===== src/pkg/tlvs_map.svh =====
// Constants for the lower order VC sink: stream positions, pointer fields and counts.
`ifndef TLVS_MAP_SVH
`define TLVS_MAP_SVH
`define TLVS_COLS 5'd20
`define TLVS_TU12_PER_TUG2 2'd3
`define TLVS_MF_FRAMES 2'd3
`define TLVS_NDF_NORMAL 4'h6
`define TLVS_NDF_NEW 4'h9
`define TLVS_SS_VC2 2'h0
`define TLVS_SS_VC12 2'h2
`define TLVS_SS_VC11 2'h3
`define TLVS_PTR_MAX_VC2 10'h1ab
`define TLVS_PTR_MAX_VC12 10'h08b
`define TLVS_PTR_MAX_VC11 10'h067
`define TLVS_AIS_ACCEPT 4'd3
`define TLVS_PTR_ACCEPT 4'd3
`define TLVS_LOP_COUNT 4'd8
`define TLVS_AIS_WORD 16'hffff
`define TLVS_ALL_ONES 8'hff
`endif


===== src/pkg/tlvs_pkg.sv =====
// Types shared by the lower order VC sink.
package tlvs_pkg;
    typedef enum logic [1:0] {
        TLVS_VC2 = 2'b00,
        TLVS_VC12 = 2'b01,
        TLVS_VC11 = 2'b10
    } tlvs_variant_e;
    typedef enum logic [1:0] {
        TLVS_NORM = 2'b00,
        TLVS_AIS = 2'b01,
        TLVS_LOP = 2'b10
    } tlvs_pi_state_e;
endpackage


===== src/hw/tlvs_sink.sv =====
// Lower order VC sink: timeslot extraction, pointer interpretation and defect handling.
`include "tlvs_map.svh"
module tlvs_sink (
    input wire logic i_clk,
    input wire logic i_rstn,
    input wire logic i_link_ck,
    input wire logic [7:0] i_link_d,
    input wire logic i_link_fs,
    input wire logic i_link_mfs,
    input wire logic i_incoming_trail_signal_fail,
    input wire logic i_function_activate,
    input wire logic i_ais_fault_report_enable,
    input wire logic [1:0] i_variant,
    input wire logic [4:0] i_ts_l,
    input wire logic [1:0] i_ts_m,
    output logic [7:0] o_client_data_out,
    output logic o_client_valid,
    output logic o_client_fs,
    output logic o_server_signal_fail_out,
    output logic o_alarm_indication_fault_cause,
    output logic o_pointer_loss_fault_cause
);
    // Two-stage synchronisers for everything arriving on the link.
    logic [11:0] sync1_reg;
    logic [11:0] sync2_reg;
    logic ck_prev_reg;
    always_ff @(posedge i_clk or negedge i_rstn) begin
        if (!i_rstn) begin
            sync1_reg <= 12'h000;
            sync2_reg <= 12'h000;
            ck_prev_reg <= 1'b0;
        end else begin
            sync1_reg <= {i_incoming_trail_signal_fail, i_link_mfs, i_link_fs, i_link_ck, i_link_d};
            sync2_reg <= sync1_reg;
            ck_prev_reg <= sync2_reg[8];
        end
    end
    wire [7:0] byte_d = sync2_reg[7:0];
    wire ck_s = sync2_reg[8];
    wire fs_s = sync2_reg[9];
    wire mfs_s = sync2_reg[10];
    wire tsf_s = sync2_reg[11];
    wire strobe = ck_s & ~ck_prev_reg;

    // Position within the frame: column of the TUG-2 and TU-12 group.
    logic [4:0] col_reg;
    logic [1:0] grp_reg;
    logic [1:0] phase_reg;
    logic first_reg;
    wire [4:0] col_cur = fs_s ? 5'd0 : col_reg;
    wire [1:0] grp_cur = fs_s ? 2'd0 : grp_reg;
    wire [1:0] phase_cur = mfs_s ? 2'd0 : (fs_s ? phase_reg + 2'd1 : phase_reg);
    wire first_cur = fs_s | first_reg;
    wire col_wrap = (col_cur == `TLVS_COLS - 5'd1);
    wire [4:0] col_next = col_wrap ? 5'd0 : col_cur + 5'd1;
    wire [1:0] grp_next = !col_wrap ? grp_cur :
        ((grp_cur == `TLVS_TU12_PER_TUG2 - 2'd1) ? 2'd0 : grp_cur + 2'd1);
    wire is_vc2 = (i_variant == tlvs_pkg::TLVS_VC2);
    wire col_hit = (col_cur == i_ts_l - 5'd1);
    wire grp_hit = is_vc2 | (grp_cur == i_ts_m - 2'd1);
    wire sel = strobe & col_hit & grp_hit;
    wire v_byte = sel & first_cur;
    wire v1_byte = v_byte & (phase_cur == 2'd0);
    wire v2_byte = v_byte & (phase_cur == 2'd1);
    wire pay_byte = sel & ~first_cur;

    always_ff @(posedge i_clk or negedge i_rstn) begin
        if (!i_rstn) begin
            col_reg <= 5'd0;
            grp_reg <= 2'd0;
            phase_reg <= 2'd0;
            first_reg <= 1'b0;
        end else if (strobe) begin
            col_reg <= col_next;
            grp_reg <= grp_next;
            phase_reg <= phase_cur;
            first_reg <= first_cur & ~sel;
        end
    end

    // Pointer word checks for the active variant.
    logic [7:0] v1_reg;
    wire [15:0] pword = {v1_reg, byte_d};
    wire [3:0] ndf = pword[15:12];
    wire [1:0] ss = pword[11:10];
    wire [9:0] pval = pword[9:0];
    wire [1:0] ss_exp = is_vc2 ? `TLVS_SS_VC2 :
        ((i_variant == tlvs_pkg::TLVS_VC12) ? `TLVS_SS_VC12 : `TLVS_SS_VC11);
    wire [9:0] pmax = is_vc2 ? `TLVS_PTR_MAX_VC2 :
        ((i_variant == tlvs_pkg::TLVS_VC12) ? `TLVS_PTR_MAX_VC12 : `TLVS_PTR_MAX_VC11);
    wire p_ais = (pword == `TLVS_AIS_WORD);
    wire p_fmt = (ss == ss_exp) && (pval <= pmax);
    wire p_norm = p_fmt && (ndf == `TLVS_NDF_NORMAL);
    wire p_new = p_fmt && (ndf == `TLVS_NDF_NEW);
    wire p_bad = !p_ais && !p_norm && !p_new;

    // Pointer interpreter state machine.
    tlvs_pkg::tlvs_pi_state_e state_reg;
    tlvs_pkg::tlvs_pi_state_e state_next;
    logic [9:0] ptr_reg;
    logic [9:0] ptr_next;
    logic [9:0] cand_reg;
    logic [9:0] cand_next;
    logic [3:0] cand_cnt_reg;
    logic [3:0] cand_cnt_next;
    logic [3:0] ais_cnt_reg;
    logic [3:0] ais_cnt_next;
    logic [3:0] bad_cnt_reg;
    logic [3:0] bad_cnt_next;

    always_comb begin
        state_next = state_reg;
        ptr_next = ptr_reg;
        cand_next = cand_reg;
        cand_cnt_next = cand_cnt_reg;
        ais_cnt_next = p_ais ? ais_cnt_reg + 4'd1 : 4'd0;
        bad_cnt_next = p_bad ? bad_cnt_reg + 4'd1 : 4'd0;
        if (p_norm) begin
            if (pval == cand_reg) begin
                cand_cnt_next = cand_cnt_reg + 4'd1;
            end else begin
                cand_next = pval;
                cand_cnt_next = 4'd1;
            end
        end else begin
            cand_cnt_next = 4'd0;
        end
        if (p_new) begin
            state_next = tlvs_pkg::TLVS_NORM;
            ptr_next = pval;
        end else if (cand_cnt_next == `TLVS_PTR_ACCEPT) begin
            state_next = tlvs_pkg::TLVS_NORM;
            ptr_next = pval;
        end else if (ais_cnt_next == `TLVS_AIS_ACCEPT) begin
            state_next = tlvs_pkg::TLVS_AIS;
        end else if (bad_cnt_next == `TLVS_LOP_COUNT) begin
            state_next = tlvs_pkg::TLVS_LOP;
        end
        if (ais_cnt_next > `TLVS_AIS_ACCEPT) begin
            ais_cnt_next = `TLVS_AIS_ACCEPT;
        end
        if (bad_cnt_next > `TLVS_LOP_COUNT) begin
            bad_cnt_next = `TLVS_LOP_COUNT;
        end
        if (cand_cnt_next > `TLVS_PTR_ACCEPT) begin
            cand_cnt_next = `TLVS_PTR_ACCEPT;
        end
    end

    always_ff @(posedge i_clk or negedge i_rstn) begin
        if (!i_rstn) begin
            v1_reg <= 8'h00;
            state_reg <= tlvs_pkg::TLVS_LOP;
            ptr_reg <= 10'h000;
            cand_reg <= 10'h000;
            cand_cnt_reg <= 4'd0;
            ais_cnt_reg <= 4'd0;
            bad_cnt_reg <= 4'd0;
        end else begin
            if (v1_byte) begin
                v1_reg <= byte_d;
            end
            if (v2_byte) begin
                state_reg <= state_next;
                ptr_reg <= ptr_next;
                cand_reg <= cand_next;
                cand_cnt_reg <= cand_cnt_next;
                ais_cnt_reg <= ais_cnt_next;
                bad_cnt_reg <= bad_cnt_next;
            end
        end
    end

    // Payload offset counter; zero is the byte right after V2.
    logic [9:0] idx_reg;
    always_ff @(posedge i_clk or negedge i_rstn) begin
        if (!i_rstn) begin
            idx_reg <= 10'h000;
        end else if (v2_byte) begin
            idx_reg <= 10'h000;
        end else if (pay_byte) begin
            idx_reg <= idx_reg + 10'h001;
        end
    end

    wire ais_defect = (state_reg == tlvs_pkg::TLVS_AIS);
    wire lop_defect = (state_reg == tlvs_pkg::TLVS_LOP);
    wire insert_act = ais_defect | lop_defect | tsf_s;
    wire fill_ones = insert_act | ~i_function_activate;
    wire vc_start = pay_byte & (idx_reg == ptr_reg) & (state_reg == tlvs_pkg::TLVS_NORM);
    wire [7:0] data_next = fill_ones ? `TLVS_ALL_ONES : byte_d;
    wire ais_cause = i_function_activate & ais_defect & ~tsf_s & i_ais_fault_report_enable;
    wire lop_cause = i_function_activate & lop_defect & ~tsf_s;

    // Outputs are registered; data follows the next link byte, far inside 1 ms.
    always_ff @(posedge i_clk or negedge i_rstn) begin
        if (!i_rstn) begin
            o_client_data_out <= `TLVS_ALL_ONES;
            o_client_valid <= 1'b0;
            o_client_fs <= 1'b0;
            o_server_signal_fail_out <= 1'b1;
            o_alarm_indication_fault_cause <= 1'b0;
            o_pointer_loss_fault_cause <= 1'b0;
        end else begin
            if (pay_byte) begin
                o_client_data_out <= data_next;
            end else if (fill_ones) begin
                o_client_data_out <= `TLVS_ALL_ONES;
            end
            o_client_valid <= pay_byte;
            o_client_fs <= vc_start & ~fill_ones;
            o_server_signal_fail_out <= insert_act;
            o_alarm_indication_fault_cause <= ais_cause;
            o_pointer_loss_fault_cause <= lop_cause;
        end
    end
endmodule // tlvs_sink


===== config.mk =====
export PLATFORM = sky130hd
export DESIGN_NAME = tlvs_sink
export DESIGN_NICKNAME = d
export VERILOG_FILES = /design/src/pkg/tlvs_pkg.sv /design/src/hw/tlvs_sink.sv
export VERILOG_INCLUDE_DIRS = /design/src /design/src/pkg
export SDC_FILE = /design/constraint.sdc
export NUM_CORES = 1
export LEC_CHECK = 0
export ABC_AREA = 0
export BUFFER_PORTS_ARGS = -buffer_cell sky130_fd_sc_hd__buf_2
export CAP_MARGIN = 30
export CORE_UTILIZATION = 35
export DETAILED_ROUTE_END_ITERATION = 16
export GPL_TIMING_DRIVEN = 0
export MAX_ROUTING_LAYER = met4
export PLACE_DENSITY = 0.5
export SETUP_SLACK_MARGIN = 0.5
export SLEW_MARGIN = 20
export SYNTH_ARGS = -nofsm -noshare
export SYNTH_HDL_FRONTEND = slang
export SYNTH_SLANG_ARGS = --single-unit

===== constraint.sdc =====
create_clock -name i_clk -period 5.35 [get_ports i_clk]
set_clock_uncertainty 0.05 [all_clocks]
set_input_delay 0.2675 -clock i_clk [delete_from_list [all_inputs] [get_ports i_clk]]
set_output_delay 0.2675 -clock i_clk [all_outputs]
set_load 0.1 [all_outputs]

Word level (Yosys, flattened, before mapping):

Index checks and enable logic that the tools add are counted.

* output and inout bits: 13
* register bits after elaboration: 100
* logic and storage cells: 126

* bitwise logic cells: 28
* $add $sub $neg: 9
* reduce and logical (&&, ||, !) cells: 18
* multiplexer cells: 29
* equal/unequal tests: 17
* magnitude comparators: 4

Operators with widths (number)
* two-way mux 10 bit: 4
* two-way mux 8 bit: 4
* two-way mux 4 bit: 7
* == test 10 bit: 2
* two-way mux 2 bit: 10
* bitwise AND 1 bit: 16
* == test 16 bit (second input constant): 1
* adder 4 x 1 -> 4 bit (second input constant): 3
* adder 10 x 1 -> 10 bit (second input constant): 1
* <= comparator 10 x 9 -> 1 bit: 1
* two-way mux 5 bit: 2
* two-way mux 9 bit: 1
* == test 4 x 2 -> 1 bit (second input constant): 2
* == test 4 bit (second input constant): 2
* > comparator 4 x 2 -> 1 bit (second input constant): 2
* NOT 1 bit: 7
* == test 2 x 1 -> 1 bit (second input constant): 3
* zero test 2 bit: 3
* nonzero test 2 bit: 3
* adder 5 x 1 -> 5 bit (second input constant): 1
* == test 5 bit: 1
* == test 5 bit (second input constant): 1
* logical AND 1 bit: 5
* bitwise OR 1 bit: 5
* 12 further kinds: 18

Depth between registers and ports, before layout:

* depth after elaboration: 15
* depth in mapped cells: 10
* depth with buffers taken out: 9

Worst setup path before layout:

OpenSTA, ideal clock, no wires.

* kind: reg2reg
* start: register sync2_reg[3]
* end: register cand_reg[0]
* stages on the path, launching flop included: 8
* buffers on the path: 0
* arrival: 2.846 ns
* clock period less this slack: 3.021 ns
* slack: 2.329 ns
* setup time: 0.125 ns
* cells stage by stage: dfrtp_1 -> ha_1 -> a2111oi_0 -> nor3_1 -> a2111oi_0 -> o21ai_0 -> nor4_4 -> mux2_2

* cells in the longest elaborated chain, start to end: 4
* elaborated cells on any way between the ends: 6
* classes of those cells: 1 x order compare; 1 x eq/ne; 1 x bitwise; 3 x reduce/logical

Ends and longest elaborated chain
* from (decl): line tlvs_sink.sv:25 `logic [11:0] sync2_reg;`
* from (signal assigned): line tlvs_sink.sv:34 `sync2_reg <= sync1_reg;`
* <= comparator 10 x 9 -> 1 bit: line tlvs_sink.sv:92 `wire p_fmt = (ss == ss_exp) && (pval <= pmax);`
* logical AND 1 bit: line tlvs_sink.sv:92
* logical AND 1 bit: line tlvs_sink.sv:93 `` wire p_norm = p_fmt && (ndf == `TLVS_NDF_NORMAL); ``
* AND reduction 3 bit (no line) (*)
* to (signal assigned): line tlvs_sink.sv:166 `cand_reg <= cand_next;`
* to (decl): line tlvs_sink.sv:102 `logic [9:0] cand_reg;`

Mark *: on every way between the ends. The rest lies on a longest branch, timed or not.
A chain may end at the register's enable or synchronous reset.

Final worst setup path:

* start: register sync2_reg[3]
* end: register cand_reg[8]

The elaborated chain is that of the path after synthesis.

==> impl_metrics.toml <==
[status]
status = "completed"

[synthesis]
postSynthAreaPerCell_um2 = 11.3
synth-seq-cells = 100
synth_area_um2 = 4810
synthFlopType = "dfrtp_1"
synth_fp_nets = 466
seq_area_frac_synth = 0.522
yosysWarningCount = 0
synthArstFlopShare = 1.00
synthDistinctLibCells = 58
synth_edf_count = 0
syn_inst = 426

[setup_path]
cp_data_arrival_time_ns = 3.89
reg2reg_slack_ns = 1.64
cp_common_cell = "a2111oi_0"
reg2reg_depth = 7
r2r_start = "sync2_reg[3]"
cp-start-kind = "flop"
cp_max_fo = 10
endpoint_kind = "flop"
cp_slowest_cell = "a2111oi_0"
critical_path_class = "flop to flop"
worstPathRequired_ns = 5.53
cp_cell_sequence = "ha_1 > a2111oi_0 > nor3_1 > a2111oi_0 > o21ai_0 > nor4_4 > mux2_2"
cpPeakStageDelay_ns = 0.78
worstReg2RegEnd = "cand_reg[8]"

[die]
fp-row-count = 42
die_x_um = 119
initial_core_util = 0.361
num_io_pins = 38
die_h_um = 119
core_region_area_um2 = 13300
fp.dieArea_um2 = 14200

[sta]
fin_crit_sh = 0.693
tightest_slew_ns = 0.853
rsz0062_at_grt = "no"
fin_ws_ns = 1.64
hold_violations = 0
slew_headroom = 0.417
fmaxAchievable_mhz = 270
fin_hold_ws_ns = 0.145
fin_crit_ns = 3.71
tns_ns = 0
drv_slew = 0
finalSetupViolations = 0

[grt]
gr-total-overflow = 0
grt_usage = 0.161
grt_pass1_vias = 3338
grt_max_degree = 60
grt_pass1_wl_um = 17200
antenna_found_initial = 0

[cts]
cts_tree = "yes"
cts_setup_buffers = 0
cts_resized = 0
h-tree-depth = 3
cts_max_path_buffers = 2
numCtsBuffers = 9
ctsHoldBuffers = 13
clkSlewWorstSetupHoldPaths_ns = 0.07
clock_latency_ns = 0.35
clock-sinks = 100
cts-root-buf = "clkbuf_16"

[power_and_ir_drop]
p_total_mw = 1.61
ir_worst_vdd_uv = 190
p_leak_nw = 2.54
p_per_area_nw_per_um2 = 284

[layout]
antenna_cells = 0
final_cells = 670
layout-drive-gt1-share = 0.215
final_core_util = 0.425
areaGrowthSynthToFinish_pct = 17.8
final_area_um2 = 5670
finish.net_count = 529

[routing]
drc_errors = 0
first_pass_iters = 4
vias = 3322
routed_via_density = 4.96
drt-total-wl_um = 9960
ant_nets = 0
first_iter_violations = 132
wl_per_cell_um = 14.9

[placed_design]
dp.cells = 640
port_buffers = 37
gp_congestion = 0.822
placed_area_um2 = 5260
dp_slack_ns = 1.66
dp_hpwl_um = 6970

[job]
maxCapViolCount = 0

[worst_hold_path]
worstHoldStart = "i_function_activate"
hold_end = "o_pointer_loss_fault_cause"
hold_class = "input pin to flop"
hold-path-cell-count = 2
[worst max-delay path: cells and delay by family (launching register included)]
family | cells | cell delay, ns
and+or+nand+nor | 2 | 0.73
DFF | 1 | 0.49
adders and majority gates | 1 | 0.34
muxes | 1 | 0.41
AOI/OAI and AO/OA | 3 | 1.58
[layout make-up]
cell class | count | area [µm²]
fill | 1312 | 7680
sequential | 100 | 2510
multi-input combinational | 298 | 2190
timing repair buffer | 52 | 354
clock buffer | 10 | 229
tap | 176 | 220
buffer | 14 | 56.3
inverter | 14 | 52.6
clock inverter | 6 | 48.8
[where the power goes]
group	switching (mW)	internal [mW]
clock network	0.291	0.320
registers	0.0361	0.790
logic	0.0957	0.0750
[Yosys cell counts (11+ instances only)]
master	number	area, µm²
dfrtp_1	90	2250
nand2_1	35	131
mux2_2	27	304
xnor2_1	26	228
nor2_1	21	78.8
o21ai_0	17	85.1
ha_1	15	188
inv_1	14	52.6
nor2b_1	13	81.3
nor4_1	13	81.3
xor2_1	12	105
clkbuf_1	11	41.3
nor3_1	11	55.1
[kinds of logic (layout without fill, tap and decap cells)]
kind of cell    Yosys count  in the layout  synth area share
simple gates            150            150             0.175
flops                   100            100             0.522
compound gates           57             57            0.0832
xor+xnor                 39             39            0.0738
mux                      37             37            0.0840
buf+inv                  28             96            0.0226
fa+ha+maj                15             15            0.0390
[per-layer routing]
layer / routed length, µm / vias up / track usage
li1: - / 1658 / -
met1: 4940 / 1620 / 0.214
met2: 4680 / 37 / 0.245
met3: 248 / 7 / 0.0354
met4: 92 / 0 / 0.0522
met5: 0 / - / -
[worst max path at each step]
stage                  endpoint          from  slack [ns]  cells past startpoint
finish              cand_reg[8]  sync2_reg[3]        1.64                      7
global route        cand_reg[8]  sync2_reg[3]        1.25                      7
CTS                 cand_reg[4]  sync2_reg[3]        1.64                      7
detailed placement  cand_reg[4]  sync2_reg[3]        1.66                      7
global placement    cand_reg[6]  sync2_reg[3]        1.68                      7
floorplan           cand_reg[0]  sync2_reg[3]        2.33                      7
[layout by cell type, fill, tap and decap left out, types with 3 or more instances in the layout]
cell type      Yosys  routed
xnor2_1           26      26
inv_1             14      14
dlygate4sd3_1      0      13
nor2_1            21      21
a311oi_1           3       3
xor2_1            12      12
clkbuf_16          0       9
nand4_1           10      10
ha_1              15      15
dfstp_2           10      10
or2_2              4       4
mux2i_1           10      10
clkbuf_1          11      12
nand2b_1           6       6
o21ai_0           17      17
a21oi_1            6       6
a21o_1             3       3
o31ai_1            5       5
buf_2              2      38
mux2_2            27      27
nor3_1            11      11
nand2_1           35      35
and3_1             5       5
nor4_1            13      13
nor2b_1           13      13
nand4b_1           3       3
nor3b_1            4       3
dfrtp_1           90      90
nand3_1           10      10
Note: power is estimated with default switching activity, not from simulation.
